===== src/logic/dcrdn_pkg.sv =====
package dcrdn_pkg;
  // request recognition
  localparam logic [7:0]  SVC_READ    = 8'h4F;
  localparam logic [7:0]  SVC_WRITE   = 8'h50;
  localparam logic [15:0] CLASS_ACYC  = 16'h0432;
  localparam logic [7:0]  INST_ACYC   = 8'h01;
  localparam logic [15:0] HDR_BYTES   = 16'h0008;
  // request byte offsets (timeout occupies 0..3, little endian)
  localparam logic [15:0] OFS_CONN    = 16'h0004;
  localparam logic [15:0] OFS_SLOT    = 16'h0005;
  localparam logic [15:0] OFS_INDEX   = 16'h0006;
  localparam logic [15:0] OFS_COUNT   = 16'h0007;
  // response byte offsets and sizes
  localparam logic [15:0] RSP_STATUS  = 16'h0000;
  localparam logic [15:0] RSP_EXT0    = 16'h0001;
  localparam logic [15:0] RSP_EXT1    = 16'h0002;
  localparam logic [15:0] RSP_EXT2    = 16'h0003;
  localparam logic [15:0] RSP_LEN     = 16'h0004;
  localparam logic [15:0] RSP_RSVD    = 16'h0005;
  localparam logic [15:0] ERR_RSP_HDR = 16'h0004;
  localparam logic [15:0] WR_RSP_HDR  = 16'h0005;
  localparam logic [15:0] RD_RSP_HDR  = 16'h0006;
  // status codes raised by this block itself
  localparam logic [7:0]  ST_BAD_REQ  = 8'h01;
  localparam logic [7:0]  ST_TIMEOUT  = 8'h02;
  localparam logic [7:0]  ST_BAD_CONN = 8'h03;
  // diagnostics
  localparam int          NODE_COUNT  = 127;
  localparam logic [7:0]  MODE_READ_CLEAR = 8'h01;
  localparam int          BUF_DEPTH   = 256;
  // millisecond timebase
  localparam int          MS_NS        = 32'h000F_4240;
  localparam int          CLK_PERIOD_NS = 32'h0000_000A;
  localparam int          MS_CYCLES_DFLT = MS_NS / CLK_PERIOD_NS;

  typedef struct packed {
    logic [7:0]  service;
    logic [15:0] class_id;
    logic [7:0]  instance_id;
    logic        attr_used;
    logic [15:0] data_len;
  } dcrdn_cip_hdr_t;

  typedef struct packed {
    logic        is_write;
    logic [7:0]  conn_ref;
    logic [7:0]  slot;
    logic [7:0]  index;
    logic [7:0]  count;
  } dcrdn_fb_req_t;

  typedef struct packed {
    logic [7:0]  status;
    logic [23:0] ext;
    logic [7:0]  length;
  } dcrdn_fb_rsp_t;

  typedef enum logic [5:0] {
    ST_IDLE  = 6'b00_0001,
    ST_RX    = 6'b00_0010,
    ST_SEND  = 6'b00_0100,
    ST_WAIT  = 6'b00_1000,
    ST_DRAIN = 6'b01_0000,
    ST_RESP  = 6'b10_0000
  } dcrdn_state_t;
endpackage


===== src/logic/dcrdn_engine.sv =====
// Contract
// read is service 0x4F, class 0x432, instance 1, no attribute
// host sends 8 read bytes: timeout, connection, slot, index, max count
// slave wait bounded by request timeout in ms, then timeout status
// host carries the connection reference from the initialize exchange
// read answer: status, 3 ext, length, reserved, then length data bytes
// write is service 0x50, same class/instance, length 8 plus payload
// host write layout: timeout, connection, slot, index, count, payload
// write answer: status, 3 ext, bytes actually written
// status and ext status carry the fieldbus exchange outcome
// visible flag raised while new slave diagnostics wait
// one waiting bit per node 0..126, set while diagnostics wait
// extract in mode 1 clears that node's waiting bit
// initialize supplies the connection reference later requests carry
// malformed or unknown requests get error status, no fieldbus access
module dcrdn_engine #(
  parameter int MS_CYCLES = dcrdn_pkg::MS_CYCLES_DFLT
) (
  input  wire logic                       ref_clk,
  input  wire logic                       sys_rst,
  input  wire logic                       req_start,
  input  wire dcrdn_pkg::dcrdn_cip_hdr_t  req_hdr,
  input  wire logic                       req_byte_valid,
  input  wire logic [7:0]                 req_byte,
  input  wire logic                       conn_ref_set,
  input  wire logic [7:0]                 conn_ref_value,
  input  wire logic                       fb_rd_valid,
  input  wire logic [7:0]                 fb_rd_byte,
  input  wire logic                       fb_rsp_valid,
  input  wire dcrdn_pkg::dcrdn_fb_rsp_t   fb_rsp,
  input  wire logic                       diag_new_valid,
  input  wire logic [6:0]                 diag_new_node,
  input  wire logic                       diag_extract_valid,
  input  wire logic [6:0]                 diag_extract_node,
  input  wire logic [7:0]                 diag_extract_mode,
  output logic                            rsp_valid,
  output logic [7:0]                      rsp_byte,
  output logic                            rsp_last,
  output logic                            fb_req_valid,
  output dcrdn_pkg::dcrdn_fb_req_t        fb_req,
  output logic                            fb_wr_valid,
  output logic [7:0]                      fb_wr_byte,
  output logic [126:0]                    node_diag_waiting_bitmap,
  output logic                            diag_new_flag
);
  import dcrdn_pkg::*;

  dcrdn_state_t   st;
  dcrdn_cip_hdr_t hdr_q;
  logic [15:0]    rx_cnt;
  logic [31:0]    tmo_q;
  logic [7:0]     conn_ref;
  logic           conn_valid;
  logic [7:0]     slot_q;
  logic [7:0]     index_q;
  logic [7:0]     count_q;
  logic [7:0]     buf_mem [0:BUF_DEPTH-1];
  logic [7:0]     status_q;
  logic [23:0]    ext_q;
  logic [7:0]     len_q;
  logic [15:0]    rsp_total;
  logic [15:0]    out_cnt;
  logic [7:0]     io_cnt;
  logic [31:0]    div_cnt;
  logic [31:0]    ms_cnt;
  logic           ms_tick;
  logic           hdr_ok;
  logic           is_wr;
  logic           last_rx;
  logic           rx_bad;
  logic [7:0]     rx_code;
  logic [7:0]     cnt_now;
  logic [7:0]     rd_len;
  logic           tmo_hit;
  logic [7:0]     next_rsp_byte;
  logic [126:0]   next_bitmap;

  // header screening at request start
  assign hdr_ok = req_hdr.class_id == CLASS_ACYC && req_hdr.instance_id == INST_ACYC
                  && !req_hdr.attr_used
                  && ((req_hdr.service == SVC_READ && req_hdr.data_len == HDR_BYTES)
                  || (req_hdr.service == SVC_WRITE && req_hdr.data_len >= HDR_BYTES));
  assign is_wr   = hdr_q.service == SVC_WRITE;
  assign last_rx = req_byte_valid && (rx_cnt == hdr_q.data_len - 16'h0001);
  assign cnt_now = (rx_cnt == OFS_COUNT) ? req_byte : count_q;
  assign rd_len  = (fb_rsp.length > count_q) ? count_q : fb_rsp.length;
  assign ms_tick = div_cnt == 32'(MS_CYCLES - 1);
  assign tmo_hit = ms_cnt >= tmo_q;

  // per-byte layout checks on the request body
  always_comb begin
    rx_bad  = 1'b0;
    rx_code = ST_BAD_REQ;
    if (rx_cnt == OFS_CONN && (!conn_valid || req_byte != conn_ref)) begin
      rx_bad  = 1'b1;
      rx_code = ST_BAD_CONN;
    end
    if (rx_cnt == OFS_COUNT && is_wr && hdr_q.data_len != HDR_BYTES + {8'h00, req_byte}) begin
      rx_bad = 1'b1;
    end
  end

  // connection reference handed over by the initialize exchange
  always_ff @(posedge ref_clk) begin
    if (sys_rst) begin
      conn_valid <= 1'b0;
      conn_ref   <= 8'h00;
    end else if (conn_ref_set) begin
      conn_valid <= 1'b1;
      conn_ref   <= conn_ref_value;
    end
  end

  // request field capture and payload / read data buffer
  always_ff @(posedge ref_clk) begin
    if (st == ST_RX && req_byte_valid) begin
      if (rx_cnt < OFS_CONN) begin
        tmo_q <= {req_byte, tmo_q[31:8]};
      end
      if (rx_cnt == OFS_SLOT) begin
        slot_q <= req_byte;
      end
      if (rx_cnt == OFS_INDEX) begin
        index_q <= req_byte;
      end
      if (rx_cnt == OFS_COUNT) begin
        count_q <= req_byte;
      end
      if (rx_cnt >= HDR_BYTES) begin
        buf_mem[8'(rx_cnt - HDR_BYTES)] <= req_byte;
      end
    end else if (st == ST_WAIT && fb_rd_valid && io_cnt < count_q) begin
      buf_mem[io_cnt] <= fb_rd_byte;
    end
  end

  // millisecond timebase, restarted when the fieldbus request goes out
  always_ff @(posedge ref_clk) begin
    if (sys_rst || st == ST_RX) begin
      div_cnt <= 32'h0000_0000;
      ms_cnt  <= 32'h0000_0000;
    end else if (st == ST_SEND || st == ST_WAIT) begin
      div_cnt <= ms_tick ? 32'h0000_0000 : div_cnt + 32'h0000_0001;
      if (ms_tick) begin
        ms_cnt <= ms_cnt + 32'h0000_0001;
      end
    end
  end

  // response byte selection
  always_comb begin
    unique case (out_cnt)
      RSP_STATUS: next_rsp_byte = status_q;
      RSP_EXT0:   next_rsp_byte = ext_q[7:0];
      RSP_EXT1:   next_rsp_byte = ext_q[15:8];
      RSP_EXT2:   next_rsp_byte = ext_q[23:16];
      RSP_LEN:    next_rsp_byte = len_q;
      RSP_RSVD:   next_rsp_byte = 8'h00;
      default:    next_rsp_byte = buf_mem[8'(out_cnt - RD_RSP_HDR)];
    endcase
  end

  // sequencing of one request from start to last answer byte
  always_ff @(posedge ref_clk) begin
    if (sys_rst) begin
      st           <= ST_IDLE;
      hdr_q        <= '0;
      rx_cnt       <= 16'h0000;
      status_q     <= 8'h00;
      ext_q        <= 24'h00_0000;
      len_q        <= 8'h00;
      rsp_total    <= 16'h0000;
      out_cnt      <= 16'h0000;
      io_cnt       <= 8'h00;
      fb_req_valid <= 1'b0;
      fb_req       <= '0;
      fb_wr_valid  <= 1'b0;
      fb_wr_byte   <= 8'h00;
      rsp_valid    <= 1'b0;
      rsp_byte     <= 8'h00;
      rsp_last     <= 1'b0;
    end else begin
      fb_req_valid <= 1'b0;
      fb_wr_valid  <= 1'b0;
      rsp_valid    <= 1'b0;
      rsp_last     <= 1'b0;
      unique case (st)
        ST_IDLE: begin
          rx_cnt  <= 16'h0000;
          out_cnt <= 16'h0000;
          io_cnt  <= 8'h00;
          ext_q   <= 24'h00_0000;
          len_q   <= 8'h00;
          if (req_start) begin
            hdr_q <= req_hdr;
            if (hdr_ok) begin
              st <= ST_RX;
            end else begin
              status_q  <= ST_BAD_REQ;
              rsp_total <= ERR_RSP_HDR;
              st        <= (req_hdr.data_len == 16'h0000) ? ST_RESP : ST_DRAIN;
            end
          end
        end
        ST_RX: begin
          if (req_byte_valid) begin
            rx_cnt <= rx_cnt + 16'h0001;
            if (rx_bad) begin
              status_q  <= rx_code;
              rsp_total <= ERR_RSP_HDR;
              st        <= last_rx ? ST_RESP : ST_DRAIN;
            end else if (last_rx) begin
              fb_req_valid <= 1'b1;
              fb_req       <= '{is_write: is_wr, conn_ref: conn_ref, slot: slot_q,
                                index: index_q, count: cnt_now};
              st           <= (is_wr && cnt_now != 8'h00) ? ST_SEND : ST_WAIT;
            end
          end
        end
        ST_SEND: begin
          fb_wr_valid <= 1'b1;
          fb_wr_byte  <= buf_mem[io_cnt];
          io_cnt      <= io_cnt + 8'h01;
          if (io_cnt == count_q - 8'h01) begin
            io_cnt <= 8'h00;
            st     <= ST_WAIT;
          end
        end
        ST_WAIT: begin
          if (fb_rd_valid && io_cnt < count_q) begin
            io_cnt <= io_cnt + 8'h01;
          end
          if (fb_rsp_valid) begin
            status_q  <= fb_rsp.status;
            ext_q     <= fb_rsp.ext;
            len_q     <= is_wr ? fb_rsp.length : rd_len;
            rsp_total <= is_wr ? WR_RSP_HDR : RD_RSP_HDR + {8'h00, rd_len};
            st        <= ST_RESP;
          end else if (tmo_hit) begin
            status_q  <= ST_TIMEOUT;
            len_q     <= 8'h00;
            rsp_total <= is_wr ? WR_RSP_HDR : RD_RSP_HDR;
            st        <= ST_RESP;
          end
        end
        ST_DRAIN: begin
          if (req_byte_valid) begin
            rx_cnt <= rx_cnt + 16'h0001;
            if (last_rx) begin
              st <= ST_RESP;
            end
          end
        end
        ST_RESP: begin
          rsp_valid <= 1'b1;
          rsp_byte  <= next_rsp_byte;
          rsp_last  <= out_cnt == rsp_total - 16'h0001;
          out_cnt   <= out_cnt + 16'h0001;
          if (out_cnt == rsp_total - 16'h0001) begin
            st <= ST_IDLE;
          end
        end
      endcase
    end
  end

  // waiting-diagnostics bit per node; a new arrival wins over a clear
  for (genvar g = 0; g < NODE_COUNT; g++) begin : g_node
    assign next_bitmap[g] = (diag_new_valid && diag_new_node == 7'(g)) ? 1'b1 :
                            (diag_extract_valid && diag_extract_node == 7'(g)
                             && diag_extract_mode == MODE_READ_CLEAR) ? 1'b0 :
                            node_diag_waiting_bitmap[g];
  end

  // bitmap and summary flag registers
  always_ff @(posedge ref_clk) begin
    if (sys_rst) begin
      node_diag_waiting_bitmap <= '0;
      diag_new_flag            <= 1'b0;
    end else begin
      node_diag_waiting_bitmap <= next_bitmap;
      diag_new_flag            <= |next_bitmap;
    end
  end

  property p_read_req;
    @(posedge ref_clk) disable iff (sys_rst)
    fb_req_valid && !fb_req.is_write |-> hdr_q.service == SVC_READ && hdr_q.data_len == HDR_BYTES;
  endproperty
  a_read_req: assert property (p_read_req) else $error("read issued for bad header");

  property p_write_len;
    @(posedge ref_clk) disable iff (sys_rst)
    fb_req_valid && fb_req.is_write |-> hdr_q.data_len == HDR_BYTES + {8'h00, fb_req.count};
  endproperty
  a_write_len: assert property (p_write_len) else $error("write length mismatch");

  property p_timeout;
    @(posedge ref_clk) disable iff (sys_rst)
    st == ST_WAIT && !fb_rsp_valid && ms_cnt >= tmo_q |=> st == ST_RESP && status_q == ST_TIMEOUT;
  endproperty
  a_timeout: assert property (p_timeout) else $error("timeout not answered");

  property p_read_size;
    @(posedge ref_clk) disable iff (sys_rst)
    rsp_last && !is_wr && status_q != ST_BAD_REQ && status_q != ST_BAD_CONN
      |-> $past(out_cnt) == RD_RSP_HDR + {8'h00, len_q} - 16'h0001;
  endproperty
  a_read_size: assert property (p_read_size) else $error("read answer size wrong");

  property p_write_size;
    @(posedge ref_clk) disable iff (sys_rst)
    rsp_last && is_wr && status_q != ST_BAD_REQ && status_q != ST_BAD_CONN
      |-> $past(out_cnt) == WR_RSP_HDR - 16'h0001;
  endproperty
  a_write_size: assert property (p_write_size) else $error("write answer size wrong");

  property p_status;
    @(posedge ref_clk) disable iff (sys_rst)
    st == ST_WAIT && fb_rsp_valid |=> status_q == $past(fb_rsp.status) ##1 rsp_byte == status_q;
  endproperty
  a_status: assert property (p_status) else $error("slave status not reported");

  property p_diag_set;
    @(posedge ref_clk) disable iff (sys_rst)
    diag_new_valid |=> node_diag_waiting_bitmap[$past(diag_new_node)] && diag_new_flag;
  endproperty
  a_diag_set: assert property (p_diag_set) else $error("diag bit not set");

  property p_diag_clr;
    @(posedge ref_clk) disable iff (sys_rst)
    diag_extract_valid && diag_extract_mode == MODE_READ_CLEAR
      && !(diag_new_valid && diag_new_node == diag_extract_node)
      |=> !node_diag_waiting_bitmap[$past(diag_extract_node)];
  endproperty
  a_diag_clr: assert property (p_diag_clr) else $error("diag bit not cleared");

  property p_flag;
    @(posedge ref_clk) disable iff (sys_rst)
    diag_new_flag == (|node_diag_waiting_bitmap);
  endproperty
  a_flag: assert property (p_flag) else $error("flag disagrees with bitmap");

  property p_reject;
    @(posedge ref_clk) disable iff (sys_rst)
    st == ST_DRAIN |-> !fb_req_valid ##1 !fb_req_valid;
  endproperty
  a_reject: assert property (p_reject) else $error("fieldbus started for bad request");
endmodule // dcrdn_engine


===== config.mk =====
export PLATFORM = sky130hd
export DESIGN_NAME = dcrdn_engine
export DESIGN_NICKNAME = d
export VERILOG_FILES = /design/src/logic/dcrdn_pkg.sv /design/src/logic/dcrdn_engine.sv
export SDC_FILE = /design/constraint.sdc
export NUM_CORES = 2
export LEC_CHECK = 0
export BUFFER_PORTS_ARGS = -buffer_cell sky130_fd_sc_hd__buf_2
export CORE_UTILIZATION = 45
export CTS_BUF_LIST = sky130_fd_sc_hd__clkbuf_8
export DETAILED_ROUTE_END_ITERATION = 8
export PLACE_DENSITY_LB_ADDON = 0.2
export SLEW_MARGIN = 20
export SYNTH_ARGS = -nofsm -noshare
export SYNTH_HDL_FRONTEND = slang
export SYNTH_SLANG_ARGS = --single-unit

===== constraint.sdc =====
create_clock -name ref_clk -period 13.45 [get_ports ref_clk]
set_input_delay 2.0175 -clock ref_clk [delete_from_list [all_inputs] [get_ports ref_clk]]
set_output_delay 2.0175 -clock ref_clk [all_outputs]
set_load 0.01 [all_outputs]

# After elaboration in Yosys (flattened, before gate mapping)
# Memory sizes are Yosys's and may differ from the RTL's. A register that Yosys moved wholly into a read port is not among the register bits.
# Index checks and enable logic that the tools add are counted.
[word_totals]
memories = 1
in_bits = 144
out_inout_bits = 181
register_bits = 428
ram_bits = 2048
[classes]
n_bitwise = 4
addsub = 12
reduce_logical = 428
n_eq_ne = 293
magnitude_cmp = 6
n_mux = 316
[memory_table]
columns = ["name", "depth", "width", "rd", "rd_ports_with_merged_regs", "wr", "line", "source"]
rows = [
  ["buf_mem", 256, 8, 2, 1, 1, "dcrdn_engine.sv:57", "logic [7:0] buf_mem [0:BUF_DEPTH-1];"],
]
[ops]
columns = ["cell", "count"]
rows = [
  ["equality test 7 bit, second input constant", 126],
  ["equality test 7 x 6 -> 1 bit, second input constant", 64],
  ["logical AND 1 bit", 395],
  ["two-way mux 1 bit", 266],
  ["equality test 7 x 5 -> 1 bit, second input constant", 32],
  ["OR reduction 127 bit", 1],
  ["two-way mux 8 bit", 15],
  ["equality test 7 x 4 -> 1 bit, second input constant", 16],
  ["two-way mux 16 bit", 7],
  ["equality test 16 x 3 -> 1 bit, second input constant", 6],
  ["two-way mux 6 bit", 13],
  ["adder 32 x 1 -> 32 bit, second input constant", 2],
  ["one-hot mux 16 bit (2 select lines)", 2],
  ["equality test 7 x 3 -> 1 bit, second input constant", 8],
  ["one-hot mux 16 bit (3 select lines)", 1],
  ["one-hot mux 24 bit (2 select lines)", 1],
  ["one-hot mux 8 bit (3 select lines)", 2],
  ["one-hot mux 8 bit (6 select lines)", 1],
  ["one-hot mux 6 bit (6 select lines)", 1],
  ["adder 16 x 1 -> 16 bit, second input constant", 2],
  ["equality test 16 bit", 2],
  ["equality test 16 x 2 -> 1 bit, second input constant", 2],
  ["equality test 32 x 17 -> 1 bit, second input constant", 1],
  ["greater-or-equal comparator 16 x 4 -> 1 bit, second input constant", 2],
  ["51 further kinds", 91],
]

# Logic depth before layout (Yosys ltp)
[logic_depth]
ltp_word = 9
ltp_mapped = 17
ltp_nobuf = 14

# Least setup slack after synthesis
# Ideal clock, no wire load.
[synth_timing]
kind = "reg-to-reg"
startpoint = "register io_cnt[0]"
endpoint = "memory buf_mem[0][5], data pin"
period_less_slack_ns = 5.431
path_slack_ns = 8.019
required_time_ns = 12.893
n_path_buf = 6
setup_time_ns = 0.557
arrival_time_ns = 4.874
stages_incl_launch_ff = 15
path_cell_list = "dfxtp_1 clkbuf_1 clkbuf_1 buf_2 buf_2 clkbuf_1 inv_1 ha_1 nor2b_1 o21a_1 o21ai_0 a211oi_1 o21ai_1 buf_2 mux2_2"
[synth_between]
elab_chain_cells = 7
[synth_rtl]
columns = ["item", "line", "source"]
rows = [
  ["start: declaration", "dcrdn_engine.sv:63", "logic [7:0] io_cnt;"],
  ["start signal: assignment", "dcrdn_engine.sv:223", "io_cnt <= io_cnt + 8'h01;"],
  ["start signal: assignment", "dcrdn_engine.sv:231", "io_cnt <= io_cnt + 8'h01;"],
  ["< comparator 8 bit", "dcrdn_engine.sv:132", "end else if (st == ST_WAIT && fb_rd_valid && io_cnt < count_q) begin"],
  ["logical AND 1 bit", "dcrdn_engine.sv:132", ""],
  ["two-way mux 1 bit", "dcrdn_engine.sv:132", ""],
  ["two-way mux 1 bit", "dcrdn_engine.sv:116", "if (st == ST_RX && req_byte_valid) begin"],
  ["two-way mux 1 bit (not written as such)", "dcrdn_engine.sv:133", "buf_mem[io_cnt] <= fb_rd_byte;"],
  ["OR reduction 8 bit (no line)", "--", ""],
  ["two-way mux 8 bit (no line)", "--", ""],
  ["end: declaration", "dcrdn_engine.sv:57", ""],
]
# No other way between the ends.

==> metrics.yaml <==
critical_path:
  cpPeakStageDelay_ns: 0.91
  cpLargestDelayFamily: "buffers and inverters"
  crit_slowest_cell: "buf_4"
  critPathKind: "reg -> reg"
  arrival_ns: 7.23
  r2r_slack_ns: 7.10
  cp-end-kind: "flip-flop"
  crit_fanout: 48
  required_ns: 14.33
  rr_endpoint: "fb_wr_byte[0]"
  path_common_cell: "buf_4"
  r2r_cells: 9
  crit_path_start_kind: "flip-flop"
  r2r_start: "io_cnt[0]"
  crit_chain: "buf_4 > buf_4 > buf_4 > buf_4 > mux4_2 > mux4_2 > mux4_2 > a22oi_1 > o2111ai_1"
  critPathBufInv: 4
layout:
  layout_commonest_cell: "edfxtp_1"
  fin_util: 0.504
  drive_above_1_share: 0.307
  areaGrowthSynthToFinish_pct: 11.1
  final_cell_mix: "edfxtp_1 (2104), mux4_2 (1269), nor2_1 (549), clkbuf_8 (432), nand2_1 (409)"
  fin_nets: 7468
global_route:
  met3_usage: 0.0638
  gr-total-overflow: 0
  grtUsageMet1: 0.389
  grt_max_degree: 154
  busiest_layer: "met2"
  grt_pass1_wl_um: 531000
  gr-usage-met2: 0.426
  grt_usage: 0.279
  first_global_vias: 71948
  antenna_found_initial: 17
placed_design:
  numPortBuffers: 324
  dp_slack_ns: 6.92
  hpwlAfterDp_um: 245000
  gp_congestion: 0.923
sta:
  hold_viol_final: 0
  min_period_over_period: 0.472
  skew_ns: 0.109
  slew_headroom: 0.214
  rsz0062_at_grt: "false"
  fin_tns_setup_ns: 0
  tightest_slew_ns: 1.15
  fin_crit_ns: 6.35
  fmax_mhz: 157
  finalSetupViolCount: 0
  final_max_slew_viol_count: 0
  fin_ws_ns: 7.10
power:
  leakagePower_nw: 40.8
  powerDensity_nw_per_um2: 123
  ir_drop_v: 0.0000986
floorplan:
  dieArea_um2: 261000
  die-width_um: 511
  initial_core_util: 0.453
  die_height_um: 511
  row_count: 186
  core_area_um2: 257000
  pin_count: 325
min_path:
  holdPathStages: 0
  timing.hold.worst.start: "tmo_q[8]"
  timing.hold.worst.class: "reg -> reg"
  hold_end: "tmo_q[0]"
route:
  drc: 0
  wl_per_cell_um: 33.7
  firstDrtPassIters: 6
  drtIter0Drc: 9739
  vias: 73250
  avgViaCountPerCell: 6.67
  final_antenna_net_count: 0
  finalWirelength_um: 370000
logic_synthesis:
  synth_edf_count: 2104
  synth_nets: 7114
  synth_area_per_cell_um2: 16.9
  yosysSeqAreaShare: 0.605
  ys_ff_latch: 2477
  yosysWarnings: 0
  syn_inst: 6903
  yosysUniqueCellTypes: 85
  synthFlopType: "edfxtp_1"
  async_flop_share: 0
  syn_area_um2: 117000
run:
  cap_viol_max_count: 0
run_status:
  status: "finished clean"
clock_tree:
  cts_sinks: 2477
  clk_pin_slew_worst_paths_ns: 0.07
  ctsHoldBuffers: 0
  numCtsBuffers: 409
  clockRootBuffer: "clkbuf_8"
  cts.htree.levels: 5
  cts_tree: "built"
  postCtsResizedCells: 0
  cts_setup_buffers: 0
  clock_latency_ns: 1.06
  cts_buffer_depth: 4
[state kept, by name, summed over array words and instances (netlist names), 9 cells and up]
| register | flops |
|---|---|
| buf_mem | 2048 |
| node_diag_waiting_bitmap | 127 |
| fb_req | 33 |
| div_cnt | 32 |
| ms_cnt | 32 |
| tmo_q | 32 |
| ext_q | 24 |
| hdr_q | 24 |
| out_cnt | 16 |
| rx_cnt | 16 |
| rsp_total | 9 |
[metal layers]
layer / vias up / wire, µm
met3: 757 / 39800
met5: - / 92
met4: 14 / 17400
met1: 38355 / 145000
met2: 4945 / 168000
li1: 29179 / -
[cells in the mapped netlist (all sizes together), types with 16 or more instances]
cell    instances  area, µm²
a211oi         16        125
a21oi         185        930
a22oi          61        458
a31oi          23        144
a32oi          19        166
and2           66        413
and3           34        213
and4           17        149
buf           202        948
clkbuf        295       1110
dfxtp         373       7470
edfxtp       2104      63200
ha             67        838
inv            80        300
mux2           29        327
mux2i         118       1180
mux4         1269      28600
nand2         409       1540
nand2b         21        131
nand3         143        716
nand3b         18        135
nand4          76        475
nor2          552       2070
nor2b          21        131
nor3           45        230
nor4           56        397
o211ai         20        150
o21a           18        135
o21ai         185        926
o22ai          35        219
or3            32        201
or4            17        136
xnor2          55        482
xor2           78        683
[area by class of cell]
cell class	instances	area [µm²]
inverter	80	300
sequential	2477	70700
clock inverter	310	1930
tap	3384	4230
multi-input combinational	3849	44000
fill	21127	128000
timing repair buffer	440	2630
antenna	9	22.5
clock buffer	431	5930
[how the worst max path moves through the flow]
| stage | cells after the start | from | end |
|---|---|---|---|
| 3_3_place_gp | 9 | io_cnt[0] | fb_wr_byte[0] |
| 4_1_cts | 9 | io_cnt[0] | fb_wr_byte[0] |
| 6_report | 9 | io_cnt[0] | fb_wr_byte[0] |
| 2_1_floorplan | 14 | io_cnt[0] | buf_mem[0][5] |
| 3_5_place_dp | 9 | io_cnt[0] | fb_wr_byte[0] |
| 5_1_grt | 9 | io_cnt[0] | fb_wr_byte[0] |
[through the flow]
stage	std cells	total power, W	hold WS [ns]	instance area (µm²)
final	10980	0.0159	0.452	130000
after global routing	10975	0.0164	0.462	130000
after CTS	10970	0.0160	0.435	130000
after detailed placement	10229	0.00957	0.441	122000
after global placement	10229	0.00956	0.440	122000
after floorplan	6903	0.00924	0.426	117000
[where the power goes]
part	switching (W)	internal, W
Combinational	0.000599	0.000452
Clock	0.00316	0.00336
Sequential	0.0000302	0.00833
[kinds of logic after synthesis]
family,share of synthesized area
AND/OR/NAND/NOR,0.0637
multiplexers,0.258
flip-flops,0.605
XOR/XNOR,0.00998
adder cells (fa/ha/maj),0.00718
buffers and inverters,0.0202
AO/OA/AOI/OAI,0.0358
Power figures use the tool's default switching activity.
